`src/inc/gap_sched_defines.vh`:
```
// Constants for the compressed-mode gap scheduler block
`ifndef GAP_SCHED_DEFINES_VH
`define GAP_SCHED_DEFINES_VH

// Register byte offsets
`define OFS_CTRL        8'h00
`define OFS_CFG         8'h04
`define OFS_STATUS      8'h08
`define OFS_POSITION    8'h0C
`define OFS_SPLIT       8'h10
`define OFS_SPREAD      8'h14
`define OFS_TIMING      8'h18

// Control register fields
`define CTRL_ENABLE_BIT 0

// Configuration register fields
`define CFG_LEN_LSB     0
`define CFG_LEN_MSB     3
`define CFG_START_LSB   4
`define CFG_START_MSB   7
`define CFG_ADJ_BIT     8
`define CFG_DOUBLE_BIT  9
`define CFG_METHOD_BIT  10
`define CFG_FIRST1_LSB  12
`define CFG_FIRST1_MSB  15
`define CFG_RESET       32'h0000_0003

// Frame timing
`define SLOTS_PER_FRAME 4'hF
`define MIN_TX_SLOTS    4'h8
`define LAST_SLOT       4'hE

// Spreading ratio limits, as log2 of the ratio
`define SPREAD_MIN_LOG2 4'h2
`define SPREAD_MAX_PUNC 4'h9
`define SPREAD_MAX_HALF 4'h8

`endif

```
`src/core/gap_calc.v`:
```
// Combinational gap placement and validity calculator
`timescale 1ns/1ps
`include "gap_sched_defines.vh"

module gap_calc
(
   input  wire [3:0] len,
   input  wire [3:0] start,
   input  wire       adjustable,
   input  wire       double_frame,
   input  wire [3:0] first_part,
   output reg  [3:0] first_slot,
   output reg  [3:0] last_slot,
   output reg        wraps,
   output reg  [3:0] idle_first,
   output reg  [3:0] idle_second,
   output reg        cfg_error
);

   function len_ok;
      input [3:0] l;
      begin
         len_ok = (l == 4'h3) || (l == 4'h4) || (l == 4'h7) ||
                  (l == 4'hA) || (l == 4'hE);
      end
   endfunction

   reg [4:0] sum;
   reg [4:0] end_idx;
   reg [3:0] lo_split;
   reg [3:0] hi_split;

   always @*
   begin
      first_slot  = 4'h0;
      last_slot   = 4'h0;
      wraps       = 1'b0;
      idle_first  = 4'h0;
      idle_second = 4'h0;
      cfg_error   = !len_ok(len);
      lo_split    = 4'h1;
      hi_split    = 4'h1;
      sum         = 5'h00;
      end_idx     = 5'h00;
      if (adjustable)
      begin
         cfg_error  = cfg_error || (start > `LAST_SLOT);
         first_slot = start;
         sum        = {1'b0, start} + {1'b0, len};
         end_idx    = sum - 5'h01;
         if (sum <= {1'b0, `SLOTS_PER_FRAME})
         begin
            last_slot  = end_idx[3:0];
            idle_first = len;
         end
         else
         begin
            // mod 15 of a value below 30 is one subtraction
            last_slot   = end_idx[3:0] - `SLOTS_PER_FRAME;
            wraps       = 1'b1;
            idle_first  = `SLOTS_PER_FRAME - start;
            idle_second = len - idle_first;
         end
      end
      else if (!double_frame)
      begin
         case (len)
            4'h3:
            begin
               first_slot = 4'h7;
               last_slot  = 4'h9;
            end
            4'h4:
            begin
               first_slot = 4'h6;
               last_slot  = 4'h9;
            end
            4'h7:
            begin
               first_slot = 4'h6;
               last_slot  = 4'hC;
            end
            default: cfg_error = 1'b1;
         endcase
         idle_first = len;
      end
      else
      begin
         wraps = 1'b1;
         case (len)
            4'h3:
            begin
               first_slot = 4'hE;
               last_slot  = 4'h1;
            end
            4'h4:
            begin
               first_slot = 4'hD;
               last_slot  = 4'h1;
            end
            4'h7:
            begin
               first_slot = 4'hC;
               last_slot  = 4'h3;
            end
            4'hA:
            begin
               first_slot = 4'hA;
               last_slot  = 4'h4;
            end
            4'hE:
            begin
               first_slot = 4'h8;
               last_slot  = 4'h6;
            end
            default: cfg_error = 1'b1;
         endcase
         idle_first  = `SLOTS_PER_FRAME - first_slot;
         idle_second = len - idle_first;
      end
      // A requested first-frame share overrides idle_first and idle_second, not first_slot and last_slot
      if (double_frame && !adjustable && first_part != 4'h0)
      begin
         idle_first  = first_part;
         idle_second = len - first_part;
      end
      if (wraps)
      begin
         case (len)
            4'h3:    hi_split = 4'h2;
            4'h4:    hi_split = 4'h3;
            4'h7:    hi_split = 4'h6;
            4'hA:
            begin
               lo_split = 4'h3;
               hi_split = 4'h7;
            end
            default:
            begin
               lo_split = 4'h7;
               hi_split = 4'h7;
            end
         endcase
         if (idle_first < lo_split || idle_first > hi_split)
            cfg_error = 1'b1;
         // Each frame keeps at least eight transmitted slots
         if (idle_first > `SLOTS_PER_FRAME - `MIN_TX_SLOTS ||
             idle_second > `SLOTS_PER_FRAME - `MIN_TX_SLOTS)
            cfg_error = 1'b1;
      end
   end

endmodule // gap_calc

```
`src/core/gap_scheduler.v`:
```
// Compressed-mode gap scheduler with AHB-Lite register access
//
// What this block does
// Gap placement fixed or adjustable, per purpose
// Gap length only 3, 4, 7, 10, 14
// Adjustable first idle slot is 0 to 14
// Short gap ends at first plus length minus one
// Wrapping gap end taken modulo 15, next frame
// Split gap leaves eight transmitted slots per frame
// Fixed single-frame slots 7-9, 6-9, 6-12
// Fixed double-frame start and end slots table
// Double-frame idle split limited per gap length
// Spread ratio range 512-4 punctured, 256-4 halved
// Bad configuration flags error, suppresses gap
//
// Local design decisions: the register addresses and the AHB-Lite interface to the registers.
`timescale 1ns/1ps
`include "gap_sched_defines.vh"

module gap_scheduler
(
   input  wire        CLK_SYS,
   input  wire        RESETN,
   input  wire        HSEL,
   input  wire [31:0] HADDR,
   input  wire [1:0]  HTRANS,
   input  wire        HWRITE,
   input  wire [2:0]  HSIZE,
   input  wire [31:0] HWDATA,
   input  wire        HREADY,
   output wire [31:0] HRDATA,
   output wire        HREADYOUT,
   output wire        HRESP,
   input  wire        FRAME_START,
   input  wire        SLOT_TICK,
   output wire        GAP_IDLE,
   output wire [3:0]  SLOT_NUM,
   output wire        CFG_ERROR
);

   ////////////////////////////////////////////////////////////////////////
   // Reset release

   reg rst_meta_ff;
   reg rst_sync_ff;
   wire rst_n = rst_sync_ff;

   always @(posedge CLK_SYS or negedge RESETN)
   begin
      if (!RESETN)
      begin
         rst_meta_ff <= 1'b0;
         rst_sync_ff <= 1'b0;
      end
      else
      begin
         rst_meta_ff <= 1'b1;
         rst_sync_ff <= rst_meta_ff;
      end
   end

   ////////////////////////////////////////////////////////////////////////
   // Bus slave: zero wait states, always OKAY

   reg        wr_pend_ff;
   reg [7:0]  addr_ff;
   reg        enable_ff;
   reg [31:0] cfg_ff;
   reg [31:0] rdata_ff;

   wire take = HSEL && HREADY && HTRANS[1];
   wire [7:0] a_ofs = {HADDR[7:2], 2'b00};
   wire unmapped = |HADDR[31:8];

   assign HREADYOUT = 1'b1;
   assign HRESP     = 1'b0;
   assign HRDATA    = rdata_ff;

   always @(posedge CLK_SYS or negedge rst_n)
   begin
      if (!rst_n)
      begin
         wr_pend_ff <= 1'b0;
         addr_ff    <= 8'h00;
      end
      else
      begin
         wr_pend_ff <= take && HWRITE && !unmapped;
         addr_ff    <= a_ofs;
      end
   end

   // Config writes are held until the next frame start so a gap is never
   // rebuilt halfway through a frame.
   reg [31:0] shadow_ff;
   reg        shadow_vld_ff;

   always @(posedge CLK_SYS or negedge rst_n)
   begin
      if (!rst_n)
      begin
         enable_ff     <= 1'b0;
         shadow_ff     <= `CFG_RESET;
         shadow_vld_ff <= 1'b0;
         cfg_ff        <= `CFG_RESET;
      end
      else
      begin
         if (wr_pend_ff && addr_ff == `OFS_CTRL)
            enable_ff <= HWDATA[`CTRL_ENABLE_BIT];
         if (wr_pend_ff && addr_ff == `OFS_CFG)
         begin
            shadow_ff     <= HWDATA;
            shadow_vld_ff <= 1'b1;
         end
         else if (FRAME_START && shadow_vld_ff)
         begin
            cfg_ff        <= shadow_ff;
            shadow_vld_ff <= 1'b0;
         end
      end
   end

   ////////////////////////////////////////////////////////////////////////
   // Gap calculation

   wire [3:0] len    = cfg_ff[`CFG_LEN_MSB:`CFG_LEN_LSB];
   wire [3:0] start  = cfg_ff[`CFG_START_MSB:`CFG_START_LSB];
   wire       adj    = cfg_ff[`CFG_ADJ_BIT];
   wire       dbl    = cfg_ff[`CFG_DOUBLE_BIT];
   wire       method = cfg_ff[`CFG_METHOD_BIT];
   wire [3:0] part1  = cfg_ff[`CFG_FIRST1_MSB:`CFG_FIRST1_LSB];

   wire [3:0] first_slot;
   wire [3:0] last_slot;
   wire       wraps;
   wire [3:0] idle_first;
   wire [3:0] idle_second;
   wire       calc_err;

   gap_calc u_calc
   (
      .len          (len),
      .start        (start),
      .adjustable   (adj),
      .double_frame (dbl),
      .first_part   (part1),
      .first_slot   (first_slot),
      .last_slot    (last_slot),
      .wraps        (wraps),
      .idle_first   (idle_first),
      .idle_second  (idle_second),
      .cfg_error    (calc_err)
   );

   // Method 0 punctures (ratio down from 512), method 1 halves it (256)
   wire [3:0] spread_max = method ? `SPREAD_MAX_HALF
                                  : `SPREAD_MAX_PUNC;
   wire [3:0] spread_min = `SPREAD_MIN_LOG2;

   ////////////////////////////////////////////////////////////////////////
   // Slot and frame tracking

   reg [3:0] slot_ff;
   reg       in_second_ff;
   reg       gap_ff;
   reg       err_ff;
   reg [3:0] nxt_slot;
   reg       nxt_second;
   reg       nxt_gap;

   always @*
   begin
      nxt_slot   = slot_ff;
      nxt_second = in_second_ff;
      if (FRAME_START)
      begin
         nxt_slot   = 4'h0;
         // The second frame follows a frame whose gap wrapped
         nxt_second = gap_ff && wraps && !in_second_ff;
      end
      else if (SLOT_TICK && slot_ff != `LAST_SLOT)
         nxt_slot = slot_ff + 4'h1;
      nxt_gap = 1'b0;
      if (enable_ff && !calc_err)
      begin
         if (nxt_second)
            nxt_gap = (nxt_slot <= last_slot);
         else if (wraps)
            nxt_gap = (nxt_slot >= first_slot);
         else
            nxt_gap = (nxt_slot >= first_slot) &&
                      (nxt_slot <= last_slot);
      end
   end

   always @(posedge CLK_SYS or negedge rst_n)
   begin
      if (!rst_n)
      begin
         slot_ff      <= 4'h0;
         in_second_ff <= 1'b0;
         gap_ff       <= 1'b0;
         err_ff       <= 1'b0;
      end
      else
      begin
         slot_ff      <= nxt_slot;
         in_second_ff <= nxt_second;
         gap_ff       <= nxt_gap;
         err_ff       <= calc_err;
      end
   end

   assign GAP_IDLE  = gap_ff;
   assign SLOT_NUM  = slot_ff;
   assign CFG_ERROR = err_ff;

   ////////////////////////////////////////////////////////////////////////
   // Read data

   reg [31:0] nxt_rdata;

   always @*
   begin
      case (a_ofs)
         `OFS_CTRL:     nxt_rdata = {31'h0000_0000, enable_ff};
         `OFS_CFG:      nxt_rdata = cfg_ff;
         `OFS_STATUS:   nxt_rdata = {26'h000_0000, shadow_vld_ff,
                                     in_second_ff, wraps, gap_ff,
                                     calc_err, enable_ff};
         `OFS_POSITION: nxt_rdata = {24'h00_0000, last_slot, first_slot};
         `OFS_SPLIT:    nxt_rdata = {24'h00_0000, idle_second, idle_first};
         `OFS_SPREAD:   nxt_rdata = {24'h00_0000, spread_max, spread_min};
         `OFS_TIMING:   nxt_rdata = {28'h000_0000, slot_ff};
         default:       nxt_rdata = 32'h0000_0000;
      endcase
      if (unmapped)
         nxt_rdata = 32'h0000_0000;
   end

   always @(posedge CLK_SYS or negedge rst_n)
   begin
      if (!rst_n)
         rdata_ff <= 32'h0000_0000;
      else if (take && !HWRITE)
         rdata_ff <= nxt_rdata;
   end

endmodule // gap_scheduler

```
`config.mk`:
```
export PLATFORM = sky130hd
export DESIGN_NAME = gap_scheduler
export DESIGN_NICKNAME = d
export VERILOG_FILES = /design/src/core/gap_calc.v /design/src/core/gap_scheduler.v
export VERILOG_INCLUDE_DIRS = /design/src /design/src/inc
export SDC_FILE = /design/constraint.sdc
export NUM_CORES = 1
export LEC_CHECK = 0
export BUFFER_PORTS_ARGS = -buffer_cell sky130_fd_sc_hd__buf_2
export CAP_MARGIN = 10
export CORE_MARGIN = 4
export CORE_UTILIZATION = 30
export CTS_BUF_LIST = sky130_fd_sc_hd__clkbuf_16
export CTS_CLUSTER_DIAMETER = 150
export DETAILED_ROUTE_END_ITERATION = 12
export GPL_ROUTABILITY_DRIVEN = 0
export HOLD_SLACK_MARGIN = 0.02
export PLACE_DENSITY = 0.5
export SYNTH_ARGS = -nofsm -noshare
export SYNTH_HDL_FRONTEND = slang
export SYNTH_SLANG_ARGS = --single-unit
```
`constraint.sdc`:
```
create_clock -name CLK_SYS -period 3.9 [get_ports CLK_SYS]
set_input_delay 0.78 -clock CLK_SYS [delete_from_list [all_inputs] [get_ports CLK_SYS]]
set_output_delay 0.78 -clock CLK_SYS [all_outputs]
set_load 0.05 [all_outputs]
```
# After elaboration in Yosys (flattened, before gate mapping)
# Index checks and enable logic that the tools add are counted.
dict set report op_classes {
  n_bitwise 1
  div 0
  n_shift 0
  add_sub_neg 9
  n_eq_ne 13
  n_reduce_logical 38
  order_cmp 8
  n_mux 44
  multipliers 0
}
# op count
set ops {}
lappend ops {{$pmux W32 S7} 1}
lappend ops {{$mux W4} 19}
lappend ops {{$mux W32} 1}
lappend ops {{$reduce_or A24 Y1} 1}
lappend ops {{$pmux W4 S5} 1}
lappend ops {{$eq A6 B3 Y1 const B} 3}
lappend ops {{$mux W1} 17}
lappend ops {{$logic_not A8 Y1} 2}
lappend ops {{$logic_and A1 B1 Y1} 15}
lappend ops {{$eq A6 B1 Y1 const B} 2}
lappend ops {{$eq A6 B2 Y1 const B} 2}
lappend ops {{$pmux W3 S2} 2}
lappend ops {{$pmux W3 S4} 1}
lappend ops {{$sub A4 B4 Y4} 3}
lappend ops {{$pmux W3 S3} 1}
lappend ops {{$eq A4 B3 Y1 const B} 2}
lappend ops {{$eq A4 B4 Y1 const B} 2}
lappend ops {{$gt A4 B3 Y1 const B} 2}
lappend ops {{$pmux W4 S2} 1}
lappend ops {{$sub A4 B4 Y4 const A} 2}
lappend ops {{$logic_or A1 B1 Y1} 7}
lappend ops {{$logic_not A1 Y1} 6}
lappend ops {{$add A4 B4 Y5} 1}
lappend ops {{$le A5 B4 Y1 const B} 1}
lappend ops {{other kinds (17)} 18}
dict set report word_totals {
  out_inout_bits 40
  register_bits 114
  inputBits 76
  elab_cells 126
  ram_bits 0
  n_memories 0
  romBits 0
  latchBits 0
}

# Longest topological paths before layout
# Gate-level depths: netlist (run 1).
dict set report depth {
  word_depth 16
  mapped_depth 20
  mapped_depth_nobuf 19
}

# Modules after synthesis
# A second synthesis (run 1) with hierarchy kept.
dict set report hier_totals {
  cells_unflattened 592
  hier_area_um2 6299.8
}
# mod seq_area_each_um2 cells_each instances area_each_um2
set by_module_without_submodules {}
lappend by_module_without_submodules {gap_scheduler 2857.7 409 1 5017.3}
lappend by_module_without_submodules {gap_calc 0.0 183 1 1282.5}

# Least setup slack after synthesis (run 1)
# OpenSTA, ideal clock, no wires.
dict set report synth_path {
  path_type {register to register}
  start {register cfg_ff[1]}
  end {register rdata_ff[1], in the netlist HRDATA[1]}
  n_path_buf 2
  arrival_ns 4.454
  path_slack_ns -0.681
  required_time_ns 3.774
  setup_ns 0.126
  period_less_slack_ns 4.581
  path_stages_with_launch 19
  path_cell_list {dfstp_2 > clkbuf_1 > inv_1 > fa_1 > inv_1 > ha_1 > and4bb_1 > nand4_2 > and3_1 > buf_6 > clkinv_8 > mux2i_1 > a221o_1 > ha_1 > o311ai_0 > a2111o_1 > o211ai_1 > a41oi_1 > a311o_1}
}
dict set report synth_between {
  elab_chain_cells 15
  elab_cells_between_ends 55
  cone_classes {add/sub (5); order compare (5); eq/ne (5); mux (29); reduce/logical (11)}
}
# element line_no
set synth_rtl {}
lappend synth_rtl {{start: declaration} gap_scheduler.v:68} ;# reg [31:0] cfg_ff;
lappend synth_rtl {{start signal: assignment} gap_scheduler.v:105} ;# cfg_ff <= `CFG_RESET;
lappend synth_rtl {{start signal: assignment} gap_scheduler.v:118} ;# cfg_ff <= shadow_ff;
lappend synth_rtl {{$eq A4 B4 Y1, or another cell as far along} {gap_calc.v:24, gap_calc.v:90}}
lappend synth_rtl {{$pmux W4 S5} gap_calc.v:90} ;# case (len)
lappend synth_rtl {{$mux W4} gap_calc.v:65} ;# else if (!double_frame)
lappend synth_rtl {{$mux W4} gap_calc.v:45} ;# if (adjustable)
lappend synth_rtl {{$sub A4 B4 Y4 (no line)} --}
lappend synth_rtl {{$sub A4 B4 Y4 or $mux W4 (tied branches)} {gap_calc.v:119, gap_calc.v:65}}
lappend synth_rtl {{$mux W4, on equally long branches} {gap_calc.v:65, gap_calc.v:45}}
lappend synth_rtl {{$mux W4, on equally long branches} {gap_calc.v:45, gap_calc.v:122}}
lappend synth_rtl {{$mux W4, or another cell as far along} gap_calc.v:122} ;# if (double_frame && !adjustable && first_part != 4'h0)
lappend synth_rtl {{$gt A4 B3 Y1 (no line) or $logic_or A1 B1 Y1 (tied branches)} --}
lappend synth_rtl {{$logic_or A1 B1 Y1 (no line) or $mux W1 (tied branches)} --}
lappend synth_rtl {{$mux W1} gap_calc.v:147} ;# if (idle_first > `SLOTS_PER_FRAME - `MIN_TX_SLOTS ||
lappend synth_rtl {{$mux W1} gap_calc.v:127} ;# if (wraps)
lappend synth_rtl {{$pmux W32 S7 *} gap_scheduler.v:226} ;# case (a_ofs)
lappend synth_rtl {{$mux W32 *} gap_scheduler.v:238} ;# if (unmapped)
lappend synth_rtl {{end signal: assignment} gap_scheduler.v:247} ;# rdata_ff <= nxt_rdata;
lappend synth_rtl {{end: declaration} gap_scheduler.v:69} ;# reg [31:0] rdata_ff;
# Mark *: on every way between the ends. The rest lies on a longest branch, timed or not. The select of a mux whose other input is x is not followed.
# A chain may end at the register's enable or synchronous reset.

# Final worst setup path (run 1)
dict set report layout_path {
  start {register cfg_ff[0]}
  end {register err_ff, in the netlist CFG_ERROR}
}
dict set report layout_between {
  elab_chain_cells 13
  elab_cells_between_ends 49
  cone_classes {add/sub (5); order compare (5); eq/ne (5); mux (24); reduce/logical (10)}
}
# element line_no
set layout_rtl {}
lappend layout_rtl {{$eq A4 B4 Y1, or another cell as far along} {gap_calc.v:24, gap_calc.v:90}}
lappend layout_rtl {{$pmux W4 S5} gap_calc.v:90}
lappend layout_rtl {{$mux W4} gap_calc.v:65}
lappend layout_rtl {{$mux W4} gap_calc.v:45}
lappend layout_rtl {{$sub A4 B4 Y4 (no line)} --}
lappend layout_rtl {{$sub A4 B4 Y4 or $mux W4 (tied branches)} {gap_calc.v:119, gap_calc.v:65}}
lappend layout_rtl {{$mux W4, on equally long branches} {gap_calc.v:65, gap_calc.v:45}}
lappend layout_rtl {{$mux W4, on equally long branches} {gap_calc.v:45, gap_calc.v:122}}
lappend layout_rtl {{$mux W4, or another cell as far along} gap_calc.v:122}
lappend layout_rtl {{$gt A4 B3 Y1 (no line) or $logic_or A1 B1 Y1 (tied branches)} --}
lappend layout_rtl {{$logic_or A1 B1 Y1 (no line) or $mux W1 (tied branches)} --}
lappend layout_rtl {{$mux W1} gap_calc.v:147}
lappend layout_rtl {{$mux W1 *} gap_calc.v:127}
lappend layout_rtl {{net calc_err} gap_scheduler.v:139} ;# wire calc_err;
lappend layout_rtl {{end signal: assignment} gap_scheduler.v:211} ;# err_ff <= calc_err;
lappend layout_rtl {{end: declaration} gap_scheduler.v:167} ;# reg err_ff;
# The timed path passes the listed nets; every way through them passes the cells marked *. The select of a mux whose other input is x is not followed.

==> results.md, run 1 <==
- Core box area: roughly 20000 um2
- Via count: slightly below 5000
- Initial Utilization: just over 30%
- Comb pwr share: 27.2%
- Psw: between 1000 and 1500 uW
- Max-cap violation count: 0
- Clk slew on worst S/H paths: 0.05 ns
- GRT overflow: 0
- # diodes: 0
- Initial DRC Count: between 200 and 300
- Clk pwr share: about 38%
- Routed len/inst: between 15 and 20 um
- Leak: roughly 0.0036 uW
- H-Tree Level Count: 4
- HPWL Detailed: 12600 um
- Max_slew headroom: a little under 40%
- DRT Pass-1 Iters: 5
- Final ANT Viol Nets: 0
- Clock Path Buffers: 2
- Initial antenna violation count: 2
- Crit path DAT: around 4.3 ns
- Chip width: between 150 and 200 um
- Cells after Synth: between 500 and 600
- Leading cell type in the layout, fill and taps excluded: dfrtp_1
- Final wirelength: between 15000 and 20000 um
- IO buf count: between 100 and 150
- Via density: around 5.1
- Largest net degree at the start of global routing: 53
- Hold Crit Class: input pin to async pin
- R2R cell count: 18
- Worst R2R Setup Slack: -0.10 ns
- Row count: between 50 and 60
- Mapped cell area: around 6100 um2
- Reg2reg end: CFG_ERROR
- CTS tree: built
- Max-slew violations: 0
- Post-synth EDFFs: 0
- First-pass GRT wire length: approximately 29000 um
- Pint: 2600 uW
- Cts bufs inserted: 17
- Clock Latency Late Sink: just over 0.4 ns
- VDD IR max: ~0.00033 V
- Hold-fix buffers, CTS: 0
- Status: finished with violations
- DRC: 0
- Failing checks: negative setup slack
- Overall Power: between 3000 and 4000 uW
- Fin util: between 30% and 40%
- Setup violators final: 3
- Pwr dens: just under 500 nW/um2
- CTS sink cnt: 114
- Seq pwr share: between 30% and 40%
- Critical path endpoint category: register
- Die Height: approximately 150 um
- IO Pins: 116
- Worst EP required: between 4 and 5 ns
- Highest clock rate: between 0.2 and 0.25 GHz
- Slew @ Worst Pin: roughly 0.9 ns
- Final Hold Vio Count: 0
- Final worst slack: -0.104 ns
- Gr usage total: 16.1%
- Reg-to-Reg Start: cfg_ff[0]
- Syn_area_per_cell: around 11 um2
- Setup CP Type: register to register
- Crit Path Max Fanout: 3
- FF+latch count, synth: 114
- Die ar.: around 23000 um2
- Share of layout cells above drive strength 1: approximately two fifths
- Asr flop ratio synth: between 90% and 100%
- P&R area growth vs syn: 27.9%
- Final Cycle Share: 103%
- Most frequent cells in the layout: 109 x dfrtp_1, 107 x buf_2, 59 x mux2_2, 42 x buf_4, 37 x nand2_1
- CTS root buf: clkbuf_16
- Post-synth top flop: dfrtp_1
- Fraction of power spent switching nets: a little under a third
- Clock tree skew after final layout: 0.0101 ns
- Startpoint Class: register
- Tmin final: 4.00 ns
- Sequential element share of the synthesized area: a little under half
- Cell variety after synth: around 70
- Vias in the first global route: 5205
- RSZ-0062 raised after global routing: true
- Synth warn: 0
- Fin nets: between 700 and 800
area by class of cell:
class                   instances  area [um2]
fillers                      1962       11900
multi-input cells             379        3100
flip-flops and latches        114        2860
repair buffers                149         851
clock buffers                  17         425
well taps                     265         332
clock inverters                15         116
inverters                      22        98.8
worst max-delay path by stage:
stage,startpoint,end,slack (ns),depth (start not counted)
4_1_cts,cfg_ff[0],CFG_ERROR,-0.17,18
5_1_grt,cfg_ff[0],CFG_ERROR,-0.24,18
3_5_place_dp,cfg_ff[0],GAP_IDLE,-0.27,16
2_1_floorplan,cfg_ff[1],HRDATA[1],-0.35,18
3_3_place_gp,cfg_ff[0],HRDATA[1],-0.20,17
6_report,cfg_ff[0],CFG_ERROR,-0.10,18
flip-flops by register name, indices dropped and copies added (netlist names), 4 cells and up:
name       cells
shadow_ff     32
cfg_ff        32
HRDATA        32
addr_ff        6
SLOT_NUM       4
logic make-up after synthesis:
kind of cell | synth area share (%)
simple gates | 11.8
compound gates | 15.1
flops | 46.9
mux | 12.2
buf+inv | 4.05
fa+ha+maj | 7.07
xor+xnor | 2.69
other cells | 0.123
worst max-delay path, stage by stage, from the launching register on:
cell      delay (ns)
dfstp_2         0.56
ha_4            0.14
inv_2           0.03
fa_1            0.51
inv_2           0.06
ha_4            0.17
and4bb_1        0.28
nand4_2         0.10
and3_4          0.24
clkinv_8        0.05
mux2i_1         0.06
a221o_1         0.38
ha_4            0.31
o311ai_4        0.07
a2111o_1        0.30
o211ai_1        0.11
a41oi_2         0.19
buf_4           0.18
nand2b_4        0.12
cells in the mapped netlist (all sizes together), types with 2 or more instances:
cell type	number	share of area (%)
a211o	2	0.29
a211oi	7	0.86
a21o	4	0.51
a21oi	21	1.7
a221o	3	0.49
a22o	26	3.7
a2bb2oi	3	0.43
a31oi	7	0.72
a32o	2	0.33
a32oi	2	0.29
and3	9	0.92
buf	7	0.94
clkbuf	25	1.5
conb	2	0.12
dfrtp	110	45
dfstp	4	1.7
fa	4	1.3
ha	28	5.8
inv	21	1.3
mux2	59	11
mux2i	8	1.3
nand2	37	2.3
nand2b	8	0.82
nand3	7	0.58
nand4	5	0.62
nand4b	3	0.43
nor2	23	1.4
nor2b	8	0.82
nor3	7	0.58
nor3b	2	0.25
nor4	11	1.1
o211ai	4	0.58
o21a	5	0.62
o21ai	24	2.0
o221ai	2	0.29
o311ai	2	0.29
or2	4	0.41
or3	3	0.31
or3b	2	0.29
xnor2	8	1.5
xor2	6	0.86
routing by layer:
metal	track usage (%)	wire length (um)	share of wire, %	up-vias
met3	5.00	1110	6.4	31
met5	0	21	0.12	-
met4	5.22	354	2.0	4
met2	25.9	8300	48	150
li1	-	-	-	2275
met1	20.7	7550	44	2419
repair_timing:
action | in CTS | in global routing
endpoints found under the setup margin | 3 | 3
buffers inserted | 1 | 0
pin swaps | 8 | 5
resized for setup | 9 | 8
metrics by stage:
| step | instance area (um2) | worst slack (ns) | TNS [ns] | hold slack (ns) | cells |
|---|---|---|---|---|---|
| global placement | 7140 | -0.200 | -0.533 | 0.340 | 928 |
| floorplan | 6120 | -0.345 | -0.694 | 0.331 | 547 |
| CTS | 7740 | -0.172 | -0.496 | 0.124 | 961 |
| detailed placement | 7140 | -0.272 | -0.734 | 0.340 | 928 |
| global route | 7790 | -0.244 | -0.686 | 0.119 | 961 |
| finish | 7790 | -0.104 | -0.249 | 0.145 | 961 |
power by group through the flow:
stage	combinational, uW	clock [uW]	sequential (uW)
CTS	982	1460	1310
global placement	930	0	1320
floorplan	604	0	1340
finish	1020	1420	1310
global route	1120	1520	1320
detailed placement	945	0	1330
Power figures use the tool's default switching activity.
==> inputs of run 2 (changes only) <==
--- a/config.mk
+++ b/config.mk
@@ -8,6 +8,7 @@
 export LEC_CHECK = 0
 export BUFFER_PORTS_ARGS = -buffer_cell sky130_fd_sc_hd__buf_2
 export CAP_MARGIN = 10
+export CORE_ASPECT_RATIO = 2
 export CORE_MARGIN = 4
 export CORE_UTILIZATION = 30
 export CTS_BUF_LIST = sky130_fd_sc_hd__clkbuf_16
==> results.md, run 2 (synthesis results as in run 1) <==
- Vias in the first global route: roughly 5500
- Final Hold Vio Count: 0
- # diodes: 0
- Pwr dens: roughly 500 nW/um2
- Most frequent cells in the layout: 109 x dfrtp_1, 107 x buf_2, 59 x mux2_2, 52 x buf_4, 36 x nand2_1
- Fin nets: approximately 800
- # fillers: 2021
- Chip width: between 100 and 150 um
- Final wirelength: 18600 um
- RSZ-0062 raised after global routing: true
- Initial Utilization: between 30% and 40%
- Max_slew headroom: between 40% and 50%
- Crit path DAT: around 4.4 ns
- Via density: about 5.1
- Share of layout cells above drive strength 1: 39.8%
- Setup violators final: 3
- P&R area growth vs syn: 29.8%
- CTS root buf: clkbuf_16
- Final worst slack: -0.186 ns
- Hold Crit Class: input pin to async pin
- GRT overflow: 0
- Dpl ws: -0.330 ns
- Max-slew violations: 0
- Clock Latency Late Sink: 0.41 ns
- Leak: around 0.0037 uW
- Startpoint Class: register
- Initial DRC Count: roughly 210
- Non-Filler Instances: 966
- HPWL Detailed: ~14000 um
- Setup CP Type: register to register
- Worst EP required: 4.18 ns
- CTS tree: built
- Routed len/inst: 19.3 um
- Crit Path Max Fanout: 5
- DRC: 0
- Core box area: around 20000 um2
- Max-cap violation count: 0
- Placed cells: 930
- IO Pins: roughly 120
- Status: finished with violations
- Cts bufs inserted: 17
- H-Tree Level Count: 4
- Die ar.: 22800 um2
- Leading cell type in the layout, fill and taps excluded: dfrtp_1
- Largest net degree at the start of global routing: between 50 and 60
- Clk slew on worst S/H paths: about 0.060 ns
- DRT Pass-1 Iters: 6
- Final Cycle Share: 105%
- Final hold slack: approximately 0.14 ns
- First-pass GRT wire length: 29600 um
- Highest clock rate: around 0.24 GHz
- Die Height: 209 um
- Gr usage total: 17.1%
- Fin util: 39.7%
- CTS sink cnt: about 110
- Final ANT Viol Nets: 0
- Critical path endpoint category: register
- Slew @ Worst Pin: around 0.77 ns
- IO buf count: between 100 and 150
- Clock Path Buffers: 2
- Initial antenna violation count: 0
- VDD IR max: roughly 0.00054 V
- Clock tree skew after final layout: slightly below 0.007 ns
- Tmin final: 4.09 ns
- Failing checks: negative setup slack
- Row count: 73
- Via count: about 5000
run 2: cell count changes in the layout (fill, tap and decap cells not counted), sizes merged:
cell      previous run  this run
bufinv               1         3
clkinv               9         7
inv                 22        21
clkinvlp             5         4
buf                149       159
run 2: area by class of cell:
type | count | area (um2) | area share (%)
Inverter | 22 | 98.8 | 1.25
Timing Repair Buffer | 159 | 926 | 11.7
Tap cell | 262 | 328 | 4.15
Clock inverter | 13 | 146 | 1.85
Sequential cell | 114 | 2860 | 36.2
Clock buffer | 17 | 425 | 5.38
Multi-Input combinational cell | 379 | 3120 | 39.4
run 2: through the flow:
stage / power [uW] / TNS [ns] / cell area (um2)
after floorplan: 1940 / -0.694 / 6120
after global placement: 2300 / -0.616 / 7170
after detailed placement: 2330 / -0.878 / 7170
after CTS: 3930 / -0.676 / 7830
after global routing: 4150 / -0.875 / 7900
final: 3950 / -0.512 / 7900
run 2: repair_timing:
action / 4_1_cts / 5_1_grt
endpoints found under the setup margin: 3 / 3
hold buffers: 0 / 0
resized for setup: 7 / 12
setup buffers: 6 / 0
pin swaps: 9 / 7
run 2: layer usage:
metal	share of wire, %	wire length (um)	GRT usage, %	vias to the layer above
met5	0	0	0	-
met4	7.3	1370	13.4	0
met3	4.0	751	3.82	67
met2	54	10100	30.0	160
met1	35	6460	16.9	2444
li1	-	-	-	2298
run 2: power by group:
part	switching [uW]	internal, uW	total (uW)
sequential	51.6	1250	1300
combinational	595	527	1120
clock	539	984	1520
run 2: path summary, 6_finish.rpt:
kind	from	to	slack (ns)	cells past startpoint
hold reg to reg	rst_meta_ff	rst_n	0.35	0
min in group CLK_SYS	rst_meta_ff	rst_n	0.35	0
setup / recovery	cfg_ff[0]	CFG_ERROR	-0.19	19
setup reg to reg	cfg_ff[0]	CFG_ERROR	-0.19	19
hold / removal	RESETN	rst_n	0.14	1
max in group asynchronous	rst_n	shadow_ff[0]	2.61	1
run 2: worst max-delay path, cell delays in order, from the launching register on:
cell and delay (ns):
dfstp_2 0.56, ha_4 0.15, inv_2 0.03, fa_1 0.51, inv_2 0.06, ha_4 0.16
and4bb_1 0.27, nand4_2 0.11, and3_4 0.26, clkinv_8 0.05, mux2i_2 0.06, a221o_1 0.38
buf_4 0.15, buf_4 0.14, ha_4 0.25, nand2_1 0.06, o31ai_2 0.21, a41oi_2 0.20
buf_4 0.19, nand2b_4 0.13
